`config.mk`:
```
export PLATFORM = sky130hd
export DESIGN_NAME = acc_cal_ctrl
export DESIGN_NICKNAME = d
export VERILOG_FILES = /design/src/acc_sticky.v /design/src/acc_ahb_slave.v /design/src/acc_cal_ctrl.v
export VERILOG_INCLUDE_DIRS = /design/src
export SDC_FILE = /design/constraint.sdc
export NUM_CORES = 1
export LEC_CHECK = 0
export BUFFER_PORTS_ARGS = -buffer_cell sky130_fd_sc_hd__buf_4
export CORE_MARGIN = 5
export CORE_UTILIZATION = 25
export CTS_CLUSTER_DIAMETER = 120
export CTS_CLUSTER_SIZE = 40
export DETAILED_ROUTE_END_ITERATION = 10
export GPL_TIMING_DRIVEN = 0
export HOLD_SLACK_MARGIN = 0.06
export SYNTH_ARGS = -nofsm -noshare
export SYNTH_HDL_FRONTEND = slang
export SYNTH_SLANG_ARGS = --single-unit
```
`constraint.sdc`:
```
create_clock -name hclk -period 2.1 [get_ports hclk]
set_clock_uncertainty 0.1 [all_clocks]
set_input_delay 0.105 -clock hclk [delete_from_list [all_inputs] [get_ports hclk]]
set_output_delay 0.105 -clock hclk [all_outputs]
set_load 0.05 [all_outputs]
```
`src/acc_defs.vh`:
```
`ifndef ACC_DEFS_VH
`define ACC_DEFS_VH
// register indices as printed; byte address is index times four
`define ACC_IDX_CFG_ONE      8'h65
`define ACC_IDX_AVERAGING    8'h68
`define ACC_IDX_STATUS       8'h6A
`define ACC_IDX_PIN_CFG      8'h6B
`define ACC_IDX_SOFT_TRIG    8'h6C
`define ACC_IDX_CFG_ZERO     8'h62
`define ACC_IDX_ENABLE       8'h61
`define ACC_IDX_ENGINE_CMD   8'h70
`define ACC_IDX_IRQ_STATUS   8'h71
`define ACC_IDX_IRQ_ENABLE   8'h72
`define ACC_IDX_IRQ_CLEAR    8'h73
// reset values
`define ACC_RST_CFG_ONE      8'h01
`define ACC_RST_AVERAGING    8'h61
`define ACC_RST_PIN_CFG      8'h00
`define ACC_RST_SOFT_TRIG    8'h01
`define ACC_RST_CFG_ZERO     8'h01
`define ACC_RST_ENABLE       8'h01
// field positions
`define ACC_BIT_OFFSET_REFERENCE_SELECT        2
`define ACC_BIT_BG_EN        1
`define ACC_BIT_FG_EN        0
`define ACC_BIT_TRIG_SEL     0
`define ACC_BIT_SOFT_TRIG    0
`define ACC_BIT_CAL_EN       0
`define ACC_BIT_FOREGROUND_COMPLETE      0
`define ACC_BIT_BG_HALTED    1
`define ACC_BIT_ALARM        2
// status pin sources
`define ACC_PIN_SRC_FG       2'h0
`define ACC_PIN_SRC_HALT     2'h1
`define ACC_PIN_SRC_ALARM    2'h2
`define ACC_PIN_SRC_LOW      2'h3
// cycle limit for foreground run; it ends earlier on engine done
`define ACC_FG_CYCLES        16'h0040
`endif

```
`src/acc_sticky.v`:
```
`timescale 1ns/10ps
module acc_sticky
(
    input  wire hclk,
    input  wire hresetn,
    input  wire ce,
    input  wire set_pulse,
    input  wire clr_pulse,
    output reg  flag_r
);
    // set wins over a clear in the same cycle
    always @(posedge hclk or negedge hresetn)
    begin
        if (!hresetn)
            flag_r <= 1'b0;
        else if (ce)
            flag_r <= set_pulse | (flag_r & ~clr_pulse);
    end
endmodule // acc_sticky

```
`src/acc_ahb_slave.v`:
```
`timescale 1ns/10ps
module acc_ahb_slave
(
    input  wire        hclk,
    input  wire        hresetn,
    input  wire        ce,
    input  wire        hsel,
    input  wire [31:0] haddr,
    input  wire [1:0]  htrans,
    input  wire        hwrite,
    input  wire        hready,
    output wire        hreadyout,
    output wire        hresp,
    output reg         wr_en_r,
    output reg         rd_en_r,
    output reg  [7:0]  idx_r
);
    // capture the address phase; data phase follows in the next cycle
    wire take = hsel & hready & htrans[1] & ce;

    always @(posedge hclk or negedge hresetn)
    begin
        if (!hresetn)
        begin
            wr_en_r <= 1'b0;
            rd_en_r <= 1'b0;
            idx_r   <= 8'h00;
        end
        else if (ce)
        begin
            wr_en_r <= take & hwrite;
            rd_en_r <= take & ~hwrite;
            if (take)
                idx_r <= haddr[9:2];
        end
    end

    // reads stall one cycle so hrdata comes from a flip-flop; response always OKAY
    assign hreadyout = ~rd_en_r;
    assign hresp     = 1'b0;
endmodule // acc_ahb_slave

```
`src/acc_cal_ctrl.v`:
```
// Added by the designer: the AHB-Lite slave port.
`timescale 1ns/10ps
`include "acc_defs.vh"
// How it works
// - offset reference bit low selects mid-code as offset target
// - offset reference bit high selects spare converter samples as reference
// - offset averaging field bits 6:4, reset 6, drives offset averaging depth
// - linearity averaging field bits 2:0, reset 1, drives linearity averaging
// - background-halted bit sets on stop, clears when calibration resumes
// - without background calibration, halted bit sets when foreground ends
// - foreground-complete bit sets when foreground finishes or is skipped
// - pin source field picks foreground, halted, alarm or constant low
// - trigger select low uses software bit, ignores trigger pin
// - trigger select high uses trigger pin, ignores software bit
// - status register read-only, state code in bits 4:2
// - software trigger bit at 0x6C, reset 1, replaces trigger pin
// - background enable bit runs calibration in background while converting
module acc_cal_ctrl
(
    input  wire        hclk,
    input  wire        hresetn,
    input  wire        ce,
    input  wire        hsel,
    input  wire [31:0] haddr,
    input  wire [1:0]  htrans,
    input  wire        hwrite,
    input  wire [2:0]  hsize,
    input  wire [31:0] hwdata,
    input  wire        hready,
    output wire        hreadyout,
    output wire        hresp,
    output reg  [31:0] hrdata,
    input  wire        calibration_trigger_pin,
    input  wire        alarm_in,
    input  wire        engine_done,
    input  wire        engine_stopped,
    input  wire        engine_running,
    input  wire [2:0]  engine_state,
    output reg         calibration_status_pin,
    output wire        calibration_trigger,
    output wire        offset_reference_select,
    output wire [2:0]  offset_averaging,
    output wire [2:0]  linearity_averaging,
    output wire        background_cal_enable,
    output wire        foreground_cal_enable,
    output wire        engine_reset_n,
    output wire        engine_stop_req,
    output wire        irq
);
    // engine sequencer states
    localparam ST_HOLD = 2'b00;
    localparam ST_FG   = 2'b01;
    localparam ST_BG   = 2'b10;
    localparam ST_IDLE = 2'b11;

    // decoded bus strobes, high for one cycle in the data phase
    wire       wr_en;
    wire       rd_en;
    wire [7:0] idx;

    // software-visible registers
    reg [7:0]  cfg_one_r;
    reg [7:0]  averaging_r;
    reg [7:0]  pin_cfg_r;
    reg [7:0]  soft_trig_r;
    reg [7:0]  cfg_zero_r;
    reg [7:0]  enable_r;
    reg        stop_req_r;
    reg [2:0]  irq_en_r;
    // sequencer and status flags
    reg [1:0]  state_r;
    reg [1:0]  state_nxt;
    reg [15:0] fg_cnt_r;
    reg        foreground_complete_r;
    reg        halted_r;
    reg [2:0]  stat_code_r;
    reg        stat_valid_r;
    // last-cycle copies for edge detection
    reg        prev_halted_r;
    reg        prev_fg_r;
    reg        prev_alarm_r;
    // read mux output, loaded into hrdata
    reg [31:0] rdata_nxt;

    // interrupt status, set and clear vectors
    wire [2:0] irq_stat;
    wire [2:0] irq_set;
    wire [2:0] irq_clr;
    // enable bit, doubles as the engine's active-low reset
    wire       cal_en;

    acc_ahb_slave u_bus
    (
        .hclk      (hclk),
        .hresetn   (hresetn),
        .ce        (ce),
        .hsel      (hsel),
        .haddr     (haddr),
        .htrans    (htrans),
        .hwrite    (hwrite),
        .hready    (hready),
        .hreadyout (hreadyout),
        .hresp     (hresp),
        .wr_en_r   (wr_en),
        .rd_en_r   (rd_en),
        .idx_r     (idx)
    );

    // writable configuration; reserved bits of the 8-bit registers stored as written
    always @(posedge hclk or negedge hresetn)
    begin
        if (!hresetn)
        begin
            cfg_one_r   <= `ACC_RST_CFG_ONE;
            averaging_r <= `ACC_RST_AVERAGING;
            pin_cfg_r   <= `ACC_RST_PIN_CFG;
            soft_trig_r <= `ACC_RST_SOFT_TRIG;
            cfg_zero_r  <= `ACC_RST_CFG_ZERO;
            enable_r    <= `ACC_RST_ENABLE;
            stop_req_r  <= 1'b0;
            irq_en_r    <= 3'h0;
        end
        else if (ce && wr_en)
        begin
            case (idx)
                `ACC_IDX_CFG_ONE:    cfg_one_r   <= hwdata[7:0];
                `ACC_IDX_AVERAGING:  averaging_r <= hwdata[7:0];
                `ACC_IDX_PIN_CFG:    pin_cfg_r   <= hwdata[7:0];
                `ACC_IDX_SOFT_TRIG:  soft_trig_r <= hwdata[7:0];
                `ACC_IDX_CFG_ZERO:   cfg_zero_r  <= hwdata[7:0];
                `ACC_IDX_ENABLE:     enable_r    <= hwdata[7:0];
                `ACC_IDX_ENGINE_CMD: stop_req_r  <= hwdata[0];
                `ACC_IDX_IRQ_ENABLE: irq_en_r    <= hwdata[2:0];
                default:             stop_req_r  <= stop_req_r;
            endcase
        end
    end

    // engine control outputs; clearing the enable bit holds the engine in reset
    assign cal_en                  = enable_r[`ACC_BIT_CAL_EN];
    assign engine_reset_n          = cal_en;
    assign engine_stop_req         = stop_req_r;
    // 0 = mid-code target, 1 = spare converter reference
    assign offset_reference_select = cfg_one_r[`ACC_BIT_OFFSET_REFERENCE_SELECT];
    assign offset_averaging        = averaging_r[6:4];
    assign linearity_averaging     = averaging_r[2:0];
    assign background_cal_enable   = cfg_zero_r[`ACC_BIT_BG_EN];
    assign foreground_cal_enable   = cfg_zero_r[`ACC_BIT_FG_EN];

    // trigger mux; the unused source is fully ignored
    assign calibration_trigger = pin_cfg_r[`ACC_BIT_TRIG_SEL] ? calibration_trigger_pin
                                                               : soft_trig_r[`ACC_BIT_SOFT_TRIG];

    // sequencer: hold while disabled, run or skip foreground, then background if enabled, else idle
    always @*
    begin
        state_nxt = state_r;
        case (state_r)
            ST_HOLD: state_nxt = cal_en ? ST_FG : ST_HOLD;
            ST_FG:
            begin
                if (!foreground_cal_enable || engine_done || fg_cnt_r == `ACC_FG_CYCLES)
                    state_nxt = background_cal_enable ? ST_BG : ST_IDLE;
            end
            ST_BG:   state_nxt = background_cal_enable ? ST_BG : ST_IDLE;
            ST_IDLE: state_nxt = ST_IDLE;
            default: state_nxt = ST_HOLD;
        endcase
        if (!cal_en)
            state_nxt = ST_HOLD;
    end

    // status flags; engine in reset clears them so no stale completion shows
    always @(posedge hclk or negedge hresetn)
    begin
        if (!hresetn)
        begin
            state_r      <= ST_HOLD;
            fg_cnt_r     <= 16'h0000;
            foreground_complete_r    <= 1'b0;
            halted_r     <= 1'b0;
            stat_code_r  <= 3'h0;
            stat_valid_r <= 1'b0;
        end
        else if (ce)
        begin
            state_r <= state_nxt;
            if (!cal_en)
            begin
                foreground_complete_r    <= 1'b0;
                halted_r     <= 1'b0;
                fg_cnt_r     <= 16'h0000;
                stat_valid_r <= 1'b0;
            end
            else
            begin
                fg_cnt_r <= (state_r == ST_FG) ? fg_cnt_r + 16'h0001 : 16'h0000;
                if (state_r == ST_FG && state_nxt != ST_FG)
                    foreground_complete_r <= 1'b1;
                if (state_r == ST_FG && state_nxt == ST_IDLE)
                    halted_r <= 1'b1;
                else if (state_r == ST_BG)
                begin
                    if (stop_req_r && engine_stopped)
                        halted_r <= 1'b1;
                    else if (engine_running)
                        halted_r <= 1'b0;
                end
                stat_code_r  <= engine_state;
                stat_valid_r <= 1'b1;
            end
        end
    end

    // rising edges of the three events feed the interrupt flags
    always @(posedge hclk or negedge hresetn)
    begin
        if (!hresetn)
        begin
            prev_fg_r     <= 1'b0;
            prev_halted_r <= 1'b0;
            prev_alarm_r  <= 1'b0;
        end
        else if (ce)
        begin
            prev_fg_r     <= foreground_complete_r;
            prev_halted_r <= halted_r;
            prev_alarm_r  <= alarm_in;
        end
    end

    // rising edges only, so a level held high raises each flag once
    assign irq_set = {alarm_in & ~prev_alarm_r, halted_r & ~prev_halted_r, foreground_complete_r & ~prev_fg_r};
    assign irq_clr = (wr_en && idx == `ACC_IDX_IRQ_CLEAR) ? hwdata[2:0] : 3'h0;

    // one sticky flag per event; a set in the same cycle as a clear wins
    genvar gi;
    generate
        for (gi = 0; gi < 3; gi = gi + 1)
        begin : g_irq
            acc_sticky u_flag
            (
                .hclk      (hclk),
                .hresetn   (hresetn),
                .ce        (ce),
                .set_pulse (irq_set[gi]),
                .clr_pulse (irq_clr[gi]),
                .flag_r    (irq_stat[gi])
            );
        end
    endgenerate

    // level interrupt, high while any enabled flag stands
    assign irq = |(irq_stat & irq_en_r);

    // status pin source select
    always @(posedge hclk or negedge hresetn)
    begin
        if (!hresetn)
            calibration_status_pin <= 1'b0;
        else if (ce)
        begin
            case (pin_cfg_r[2:1])
                `ACC_PIN_SRC_FG:    calibration_status_pin <= foreground_complete_r;
                `ACC_PIN_SRC_HALT:  calibration_status_pin <= halted_r;
                `ACC_PIN_SRC_ALARM: calibration_status_pin <= alarm_in;
                default:            calibration_status_pin <= 1'b0;
            endcase
        end
    end

    // read mux; status is read-only, writes to it are dropped
    always @*
    begin
        rdata_nxt = 32'h0000_0000;
        case (idx)
            `ACC_IDX_CFG_ONE:    rdata_nxt[7:0] = cfg_one_r;
            `ACC_IDX_AVERAGING:  rdata_nxt[7:0] = averaging_r;
            `ACC_IDX_STATUS:     rdata_nxt[4:0] = {stat_valid_r ? stat_code_r : 3'h0, halted_r, foreground_complete_r};
            `ACC_IDX_PIN_CFG:    rdata_nxt[7:0] = pin_cfg_r;
            `ACC_IDX_SOFT_TRIG:  rdata_nxt[7:0] = soft_trig_r;
            `ACC_IDX_CFG_ZERO:   rdata_nxt[7:0] = cfg_zero_r;
            `ACC_IDX_ENABLE:     rdata_nxt[7:0] = enable_r;
            `ACC_IDX_ENGINE_CMD: rdata_nxt[0]   = stop_req_r;
            `ACC_IDX_IRQ_STATUS: rdata_nxt[2:0] = irq_stat;
            `ACC_IDX_IRQ_ENABLE: rdata_nxt[2:0] = irq_en_r;
            default:             rdata_nxt      = 32'h0000_0000;
        endcase
    end

    // cleared when a read is taken, loaded at the end of its wait state
    // a stall per read was traded for no bypass path on read-after-write
    always @(posedge hclk or negedge hresetn)
    begin
        if (!hresetn)
            hrdata <= 32'h0000_0000;
        else if (ce && hsel && hready && htrans[1] && !hwrite)
            hrdata <= 32'h0000_0000;
        else if (ce && rd_en)
            hrdata <= rdata_nxt;
    end
endmodule // acc_cal_ctrl

```
==> out/results.txt, run 1 <==
TritonCTS clock tree: done
dpl ws: -131.4 ps
Synthesis Warnings: 0
drt total wl: 16.04 mm
Filler Cell Count: 2265
Sequential Power Share: 0.432
clock buffer depth: 2
Hold/Removal Path Class: in -> reg
power share of the combinational group: 0.190
diode count: 0
CTS Sinks: 101
Seq cells post-synth: 101
# DRC: 0
Slew Viols, Final: 0
Critical Path Source Type: flip-flop
Tightest Pin Transition: 953.9 ps
cell area after synthesis: 5449 um2
Area contributors post-synth: dfrtp_1 (43%), mux2_2 (13%), buf_4 (4.5%)
dpl hpwl: 11.28 mm
count leader, synth: dfrtp_1
area grow syn2layout: 27.44%
Die ar.: 24850 um2
CP Capture Type: flip-flop
H-tree depth reported by CTS: 3
Root Driver: clkbuf_16
multi-input logic area: 2619 um2
unrepaired setup endpoints after global routing: true
clk slew on worst S/H paths: 70 ps
failing checks: negative setup slack
minimum clock period: 2104 ps
peak supply drop: 0.3589 mV
Vias/cell: 4.825
Util after Layout: 0.3212
internal power: 3397 uW
number of port buffers: 53
Num CTS Buffers: 9
sw power: 1437 uW
post-synthesis sequential area ratio: 0.4654
core area: 21620 um2
# setup viols final: 4
Fmax: 475.2 MHz
routability cong.: 0.8775
Post-Synthesis Cells: 506
final std cells w/o fill: 905
Starting Density: 0.2520
first-pass GRT wire length: 24.40 mm
area share of the largest cell type after synthesis: 0.4317
DR WL/cell: 17.72 um
fin crit share: 1.002
antenna violations before repair: 0
largest net degree at the start of global routing: 102
CP required: 2240 ps
pwr/cell area: 696.1 nW/um2
Reg area: 2539 um2
leak pwr: 0.003128 uW
Die W: 157.6 um
synth unique cells: 72
Worst Path Class, Setup: reg -> reg
vias in the first global route: 4179
Fin. Hold Viols: 0
Post-synth EDFFs: 0
sw frac: 0.2973
Synth area leader: dfrtp_1
Nets: 705
Final Worst Setup Slack: -4.361 ps
placed insts: 863
Most used DFF post-synth: dfrtp_1
layout cells sized above 1: 0.3408
initial DRC count: 330
Arrival @ worst endpoint: 2240 ps
1st-pass router iterations: 5
Via Count: 4367
Die Height: 157.6 um
asr flop ratio synth: 1.000
aggregate global routing overflow: 0
IO Pins: 131
ANT nets after route: 0
number of max-cap violations: 0
row count: 54
Clock Latency Late Sink: 360 ps
status: complete, but fails checks
Post-synth top cells: dfrtp_1 (94), mux2_2 (62), nand2_1 (38)
crit-path max FO: 9
Pwr Total: 4834 uW
clock network fraction of total power: 0.378
Slew headroom: 0.3641
global-route total usage across every layer: 0.1284
Avg Inst Size Synth: 10.77 um2
==> layer usage <==
| layer | GRT usage | up-vias | share of wire | wire length [um] |
|---|---|---|---|---|
| met5 | 0 | - | 0 | 0 |
| met4 | 0.03359 | 0 | 0.017 | 276 |
| met3 | 0.02761 | 28 | 0.064 | 1023 |
| met2 | 0.2069 | 150 | 0.46 | 7441 |
| met1 | 0.1756 | 2137 | 0.45 | 7297 |
| li1 | - | 2052 | - | - |
==> cell usage in the layout (no fill, tap or decap), types with 16 or more instances in the layout <==
master         instances
buf_4                 90
nand2_1               38
o21ai_0               20
mux2_2                62
dfrtp_1               92
nand3b_1              16
conb_1                25
inv_1                 23
dlygate4sd3_1         22
==> worst max-delay path: stages, from the launching register on <==
cell and delay (ps):
dfrtp_2 470, or4b_4 610, nor2_4 130, and3_1 180
buf_6 160, mux2_2 340
==> power groups by stage <==
stage                     Sequential, uW  Clock (uW)  Combinational (uW)
after global routing                2090        1930                 977
after detailed placement            2120           0                 841
final                               2090        1830                 919
after global placement              2110           0                 835
after CTS                           2080        1870                 896
after floorplan                     2100           0                 566
==> cell families (layout without fill, tap and decap cells) <==
logic type               after synthesis  count (layout)  share of synthesized area
AO/OA/AOI/OAI                        100             100                     0.1362
buffers and inverters                 78             173                    0.08060
adder cells (fa/ha/maj)                2               2                   0.004592
XOR/XNOR                               3               3                   0.004823
flip-flops                           101             101                     0.4654
multiplexers                          70              70                     0.1428
AND/OR/NAND/NOR                      151             151                     0.1649
other                                  1              25                  0.0006882
==> registers in the layout (all words and copies together), names as in the netlist, 8 cells and up <==
register / count
pin_cfg_r: 8
fg_cnt_r: 16
soft_trig_r: 8
hrdata: 8
cfg_zero_r: 8
enable_r: 8
u_bus.idx_r: 8
averaging_r: 8
cfg_one_r: 8
==> path summary, 6_finish.rpt <==
kind                            slack [ps]                     end      startpoint  cells after the start
worst min register to register         360  g_irq[0].u_flag.flag_r       prev_fg_r                      1
min in group asynchronous              280             fg_cnt_r[6]         hresetn                      2
worst max register to register          -4          soft_trig_r[1]  u_bus.idx_r[0]                      5
worst min-delay path                   130          u_bus.idx_r[0]            hsel                      3
worst max-delay path                    -4          soft_trig_r[1]  u_bus.idx_r[0]                      5
max in group asynchronous              900          u_bus.idx_r[4]         hresetn                      2
==> metrics by stage <==
stage               hold WS, ps  setup TNS (ps)  instance area, um2
floorplan                -290.6               0                5539
global placement          238.8           -1353                6287
detailed placement        243.3           -1565                6287
CTS                       133.8               0                6890
global route              151.7          -648.6                6944
finish                    129.6          -14.38                6944
==> area by class of cell <==
cell class	instances	area share
Buffer	54	0.05297
Clock buffer	9	0.03243
Clock inverter	7	0.01405
Inverter	23	0.01243
Multi-Input combinational cell	351	0.3771
Sequential cell	101	0.3656
Tap cell	280	0.05045
Timing Repair Buffer	80	0.09495
==> timing repair <==
action                                  4_1_cts  5_1_grt
endpoints found under the hold margin       163        0
resized for setup                            11        9
hold buffers                                 22        0
pin swaps                                     2        1
endpoints found under the setup margin       34       38
buffers inserted                              3        2
(Power assumes the default switching activity.)
==> run 2: changes to the inputs <==
--- a/config.mk
+++ b/config.mk
@@ -6,6 +6,7 @@
 export SDC_FILE = /design/constraint.sdc
 export NUM_CORES = 1
 export LEC_CHECK = 0
+export ABC_AREA = 1
 export BUFFER_PORTS_ARGS = -buffer_cell sky130_fd_sc_hd__buf_4
 export CORE_MARGIN = 5
 export CORE_UTILIZATION = 25
==> constraint.sdc (replaced) <==
create_clock -name hclk -period 2.1 [get_ports hclk]
set_clock_uncertainty 0.1 [all_clocks]
set_input_delay 0.105 -clock hclk [delete_from_list [all_inputs] [get_ports hclk]]
set_output_delay 0.105 -clock hclk [all_outputs]
set_load 0.02 [all_outputs]
==> run 2 against run 1 <==
Effect of this change:
- the run now ends clean
- count of clock-buffer cells in the layout did not move
- maximum frequency increased by 9.7%
- die area shrank 3.6%
- critical path type unchanged
- critical endpoint is now soft_trig_r[7]
- highest routed layer unchanged
==> out/results.txt, run 2 <==
reg2reg start: u_bus.idx_r[1]
number of max-cap violations: 0 (unchanged)
synth unique cells: 39 (-46%)
crit-path max FO: 10 (+1)
Die Height: 154.8 um (-1.8%)
Post-Synthesis Cells: 661 (+31%)
Most used DFF post-synth: dfrtp_1
Vias/cell: 4.394 (-8.9%)
count leader, synth: nand2_1
largest net degree at the start of global routing: 102 (unchanged)
Fmax: 521.5 MHz (+9.7%)
CP required: 2240 ps (about the same)
Critical Path Source Type: flip-flop
Fin. Hold Viols: 0 (unchanged)
layout cells sized above 1: 0.1956 (-0.1452)
leak pwr: 0.003214 uW (+2.8%)
slowest cell on the critical path: dfrtp_1
Pwr Total: 4483 uW (-7.3%)
fin crit share: 0.9132 (-0.08891)
Worst R2R Setup Slack: 180 ps (+190 ps)
Area contributors post-synth: dfrtp_1 (45%), nand2_1 (14%), o21ai_0 (5.1%)
H-tree depth reported by CTS: 3 (unchanged)
Post-synth EDFFs: 0 (unchanged)
Worst Hold End: u_bus.rd_en_r
IO Pins: 131 (unchanged)
first-pass GRT wire length: 23.89 mm (-2.1%)
minimum clock period: 1918 ps (-186.7 ps)
global-route total usage across every layer: 0.1232 (-0.005167)
unrepaired setup endpoints after global routing: false
Util after Layout: 0.3209 (about the same)
row count: 53 (-1.9%)
routability cong.: 0.8485 (-3.3%)
commonest cells after routing, fill and taps aside: nand2_1 (201), dfrtp_1 (94), buf_4 (83), o21ai_0 (53), inv_1 (52)
R2R depth: 7 (+2)
Hold/Removal Path Class: in -> reg
# setup viols final: 0 (-4)
Slew Viols, Final: 0 (unchanged)
ANT nets after route: 0 (unchanged)
diode count: 0 (unchanged)
Die W: 154.8 um (-1.8%)
Worst Path Class, Setup: reg -> reg
Num CTS Buffers: 9 (unchanged)
critical path depth: 7 (+2)
Clock Latency Late Sink: 350 ps (about the same)
hold path cells: 3 (unchanged)
CTS Sinks: 101 (unchanged)
post-synthesis sequential area ratio: 0.4841 (+0.01868)
peak supply drop: 0.3147 mV (-12%)
critical path's largest stage delay: 420 ps (-190 ps)
Slew headroom: 0.5476 (+0.1835)
max reg flops: 16 (unchanged)
Nets: 857 (+22%)
Arrival @ worst endpoint: 2050 ps (-190 ps)
most common cell after layout, fill and taps aside: nand2_1
area share of the largest cell type after synthesis: 0.4490 (+0.01732)
drt total wl: 14.42 mm (-10%)
Seq cells post-synth: 101 (unchanged)
Synth area leader: dfrtp_1
DR WL/cell: 13.71 um (-23%)
number of port buffers: 52 (-1.9%)
initial DRC count: 440 (+33%)
area grow syn2layout: 27.56% (about the same)
Final Worst Setup Slack: 182.3 ps (+186.7 ps)
cell area after synthesis: 5239 um2 (-3.9%)
Cell Chain, Critical Path: inv_1, nand2_2, nor3_4, nand3_2, buf_2, nand2_1, o21ai_1
dpl ws: 178.1 ps (+309.5 ps)
Via Count: 4623 (+5.9%)
hold path start: hsel
Reg with most FFs: fg_cnt_r
vias in the first global route: 4424 (+5.9%)
Synthesis Warnings: 0 (unchanged)
Starting Density: 0.2516 (-0.0004331)
Avg Inst Size Synth: 7.926 um2 (-26%)
CP Buf/Inv Count: 2 (+1)
core area: 20820 um2 (-3.7%)
status: finished, final reports clean
Root Driver: clkbuf_16
Tightest Pin Transition: 678.6 ps (-275.2 ps)
1st-pass router iterations: 5 (unchanged)
TritonCTS clock tree: done
clock buffer depth: 2 (unchanged)
Post-synth top cells: nand2_1 (201), dfrtp_1 (94), o21ai_0 (53)
final setup TNS: 0 ps (+14.38 ps)
CP delay by family, top: simple AND/OR/NAND/NOR gates
clk slew on worst S/H paths: 80 ps (about the same)
aggregate global routing overflow: 0 (unchanged)
# DRC: 0 (unchanged)
CP Capture Type: flip-flop
pwr/cell area: 670.8 nW/um2 (-3.6%)
dpl hpwl: 10.56 mm (-6.4%)
Die ar.: 23950 um2 (-3.6%)
reg2reg end: soft_trig_r[7]
asr flop ratio synth: 1.000 (unchanged)
antenna violations before repair: 0 (unchanged)
## run 2: cell count changes after synthesis, sizes merged, moves of 9 or more
cell / before / now
nor3: 15 / 5
inv: 23 / 61
nand3: 7 / 53
a22o: 10 / 1
nand4: 4 / 14
mux2: 62 / 0
nor4: 14 / 1
nand2: 41 / 207
nor2: 19 / 52
nand3b: 16 / 2
o21ai: 21 / 87
## run 2: routing by layer
| layer | vias up | wire (um) | track usage |
|---|---|---|---|
| met5 | - | 0 | 0 |
| met4 | 0 | 242 | 0.04037 |
| met3 | 13 | 688 | 0.01595 |
| met2 | 108 | 6364 | 0.1859 |
| met1 | 2172 | 7123 | 0.1823 |
| li1 | 2330 | - | - |
## run 2: logic make-up (layout without fill, tap and decap cells)
family	count (synthesis)	count (layout)	share of synthesized area
flip-flops	101	101	0.4841
buffers and inverters	107	199	0.1041
other	1	25	0.0007158
AND/OR/NAND/NOR	334	334	0.2861
adder cells (fa/ha/maj)	2	2	0.004776
XOR/XNOR	1	1	0.001672
AO/OA/AOI/OAI	115	115	0.1185
## run 2: how the worst max path moves through the flow
stage	startpoint	to	slack [ps]
4_1_cts	u_bus.idx_r[0]	soft_trig_r[7]	150
5_1_grt	fg_cnt_r[0]	fg_cnt_r[14]	10
3_5_place_dp	u_bus.idx_r[0]	soft_trig_r[7]	180
3_3_place_gp	u_bus.idx_r[0]	soft_trig_r[7]	180
6_report	u_bus.idx_r[1]	soft_trig_r[7]	180
2_1_floorplan	fg_cnt_r[0]	fg_cnt_r[14]	480
## run 2: per-stage QoR
stage | hold WS [ps] | std cells | cell area (um2)
finish | 81.49 | 1052 | 6683
global route | 121.5 | 1052 | 6683
CTS | 91.62 | 1050 | 6636
detailed placement | 203.7 | 1012 | 6063
global placement | 204.2 | 1012 | 6063
floorplan | -290.6 | 685 | 5329
## run 2: final cells by class
class	instances	area, um2
Buffer	46	316.6
Clock buffer	9	225.2
Clock inverter	7	127.6
Fill cell	2235	14140
Inverter	61	229.0
Multi-Input combinational cell	477	2252
Sequential cell	101	2536
Tap cell	275	344.1
Timing Repair Buffer	76	651.9
## run 2: where the power goes
group | switching [uW] | internal (uW) | leakage, uW
Sequential | 43.3 | 1990 | 0.00135
Combinational | 301 | 166 | 0.00170
Clock | 794 | 1190 | 0.000173
Total | 1140 | 3340 | 0.00321
## run 2: worst register-to-register path: stages, from the launching register on
cell	delay (ps)
dfrtp_1	420
inv_1	110
nand2_2	110
nor3_4	400
nand3_2	270
buf_2	270
nand2_1	70
o21ai_1	60
## run 2: what timing repair did
item	CTS	global route
buffers inserted	0	0
gates resized for setup	0	1
hold buffers	22	1
endpoints found under the hold margin	141	4
setup endpoints to repair	0	3
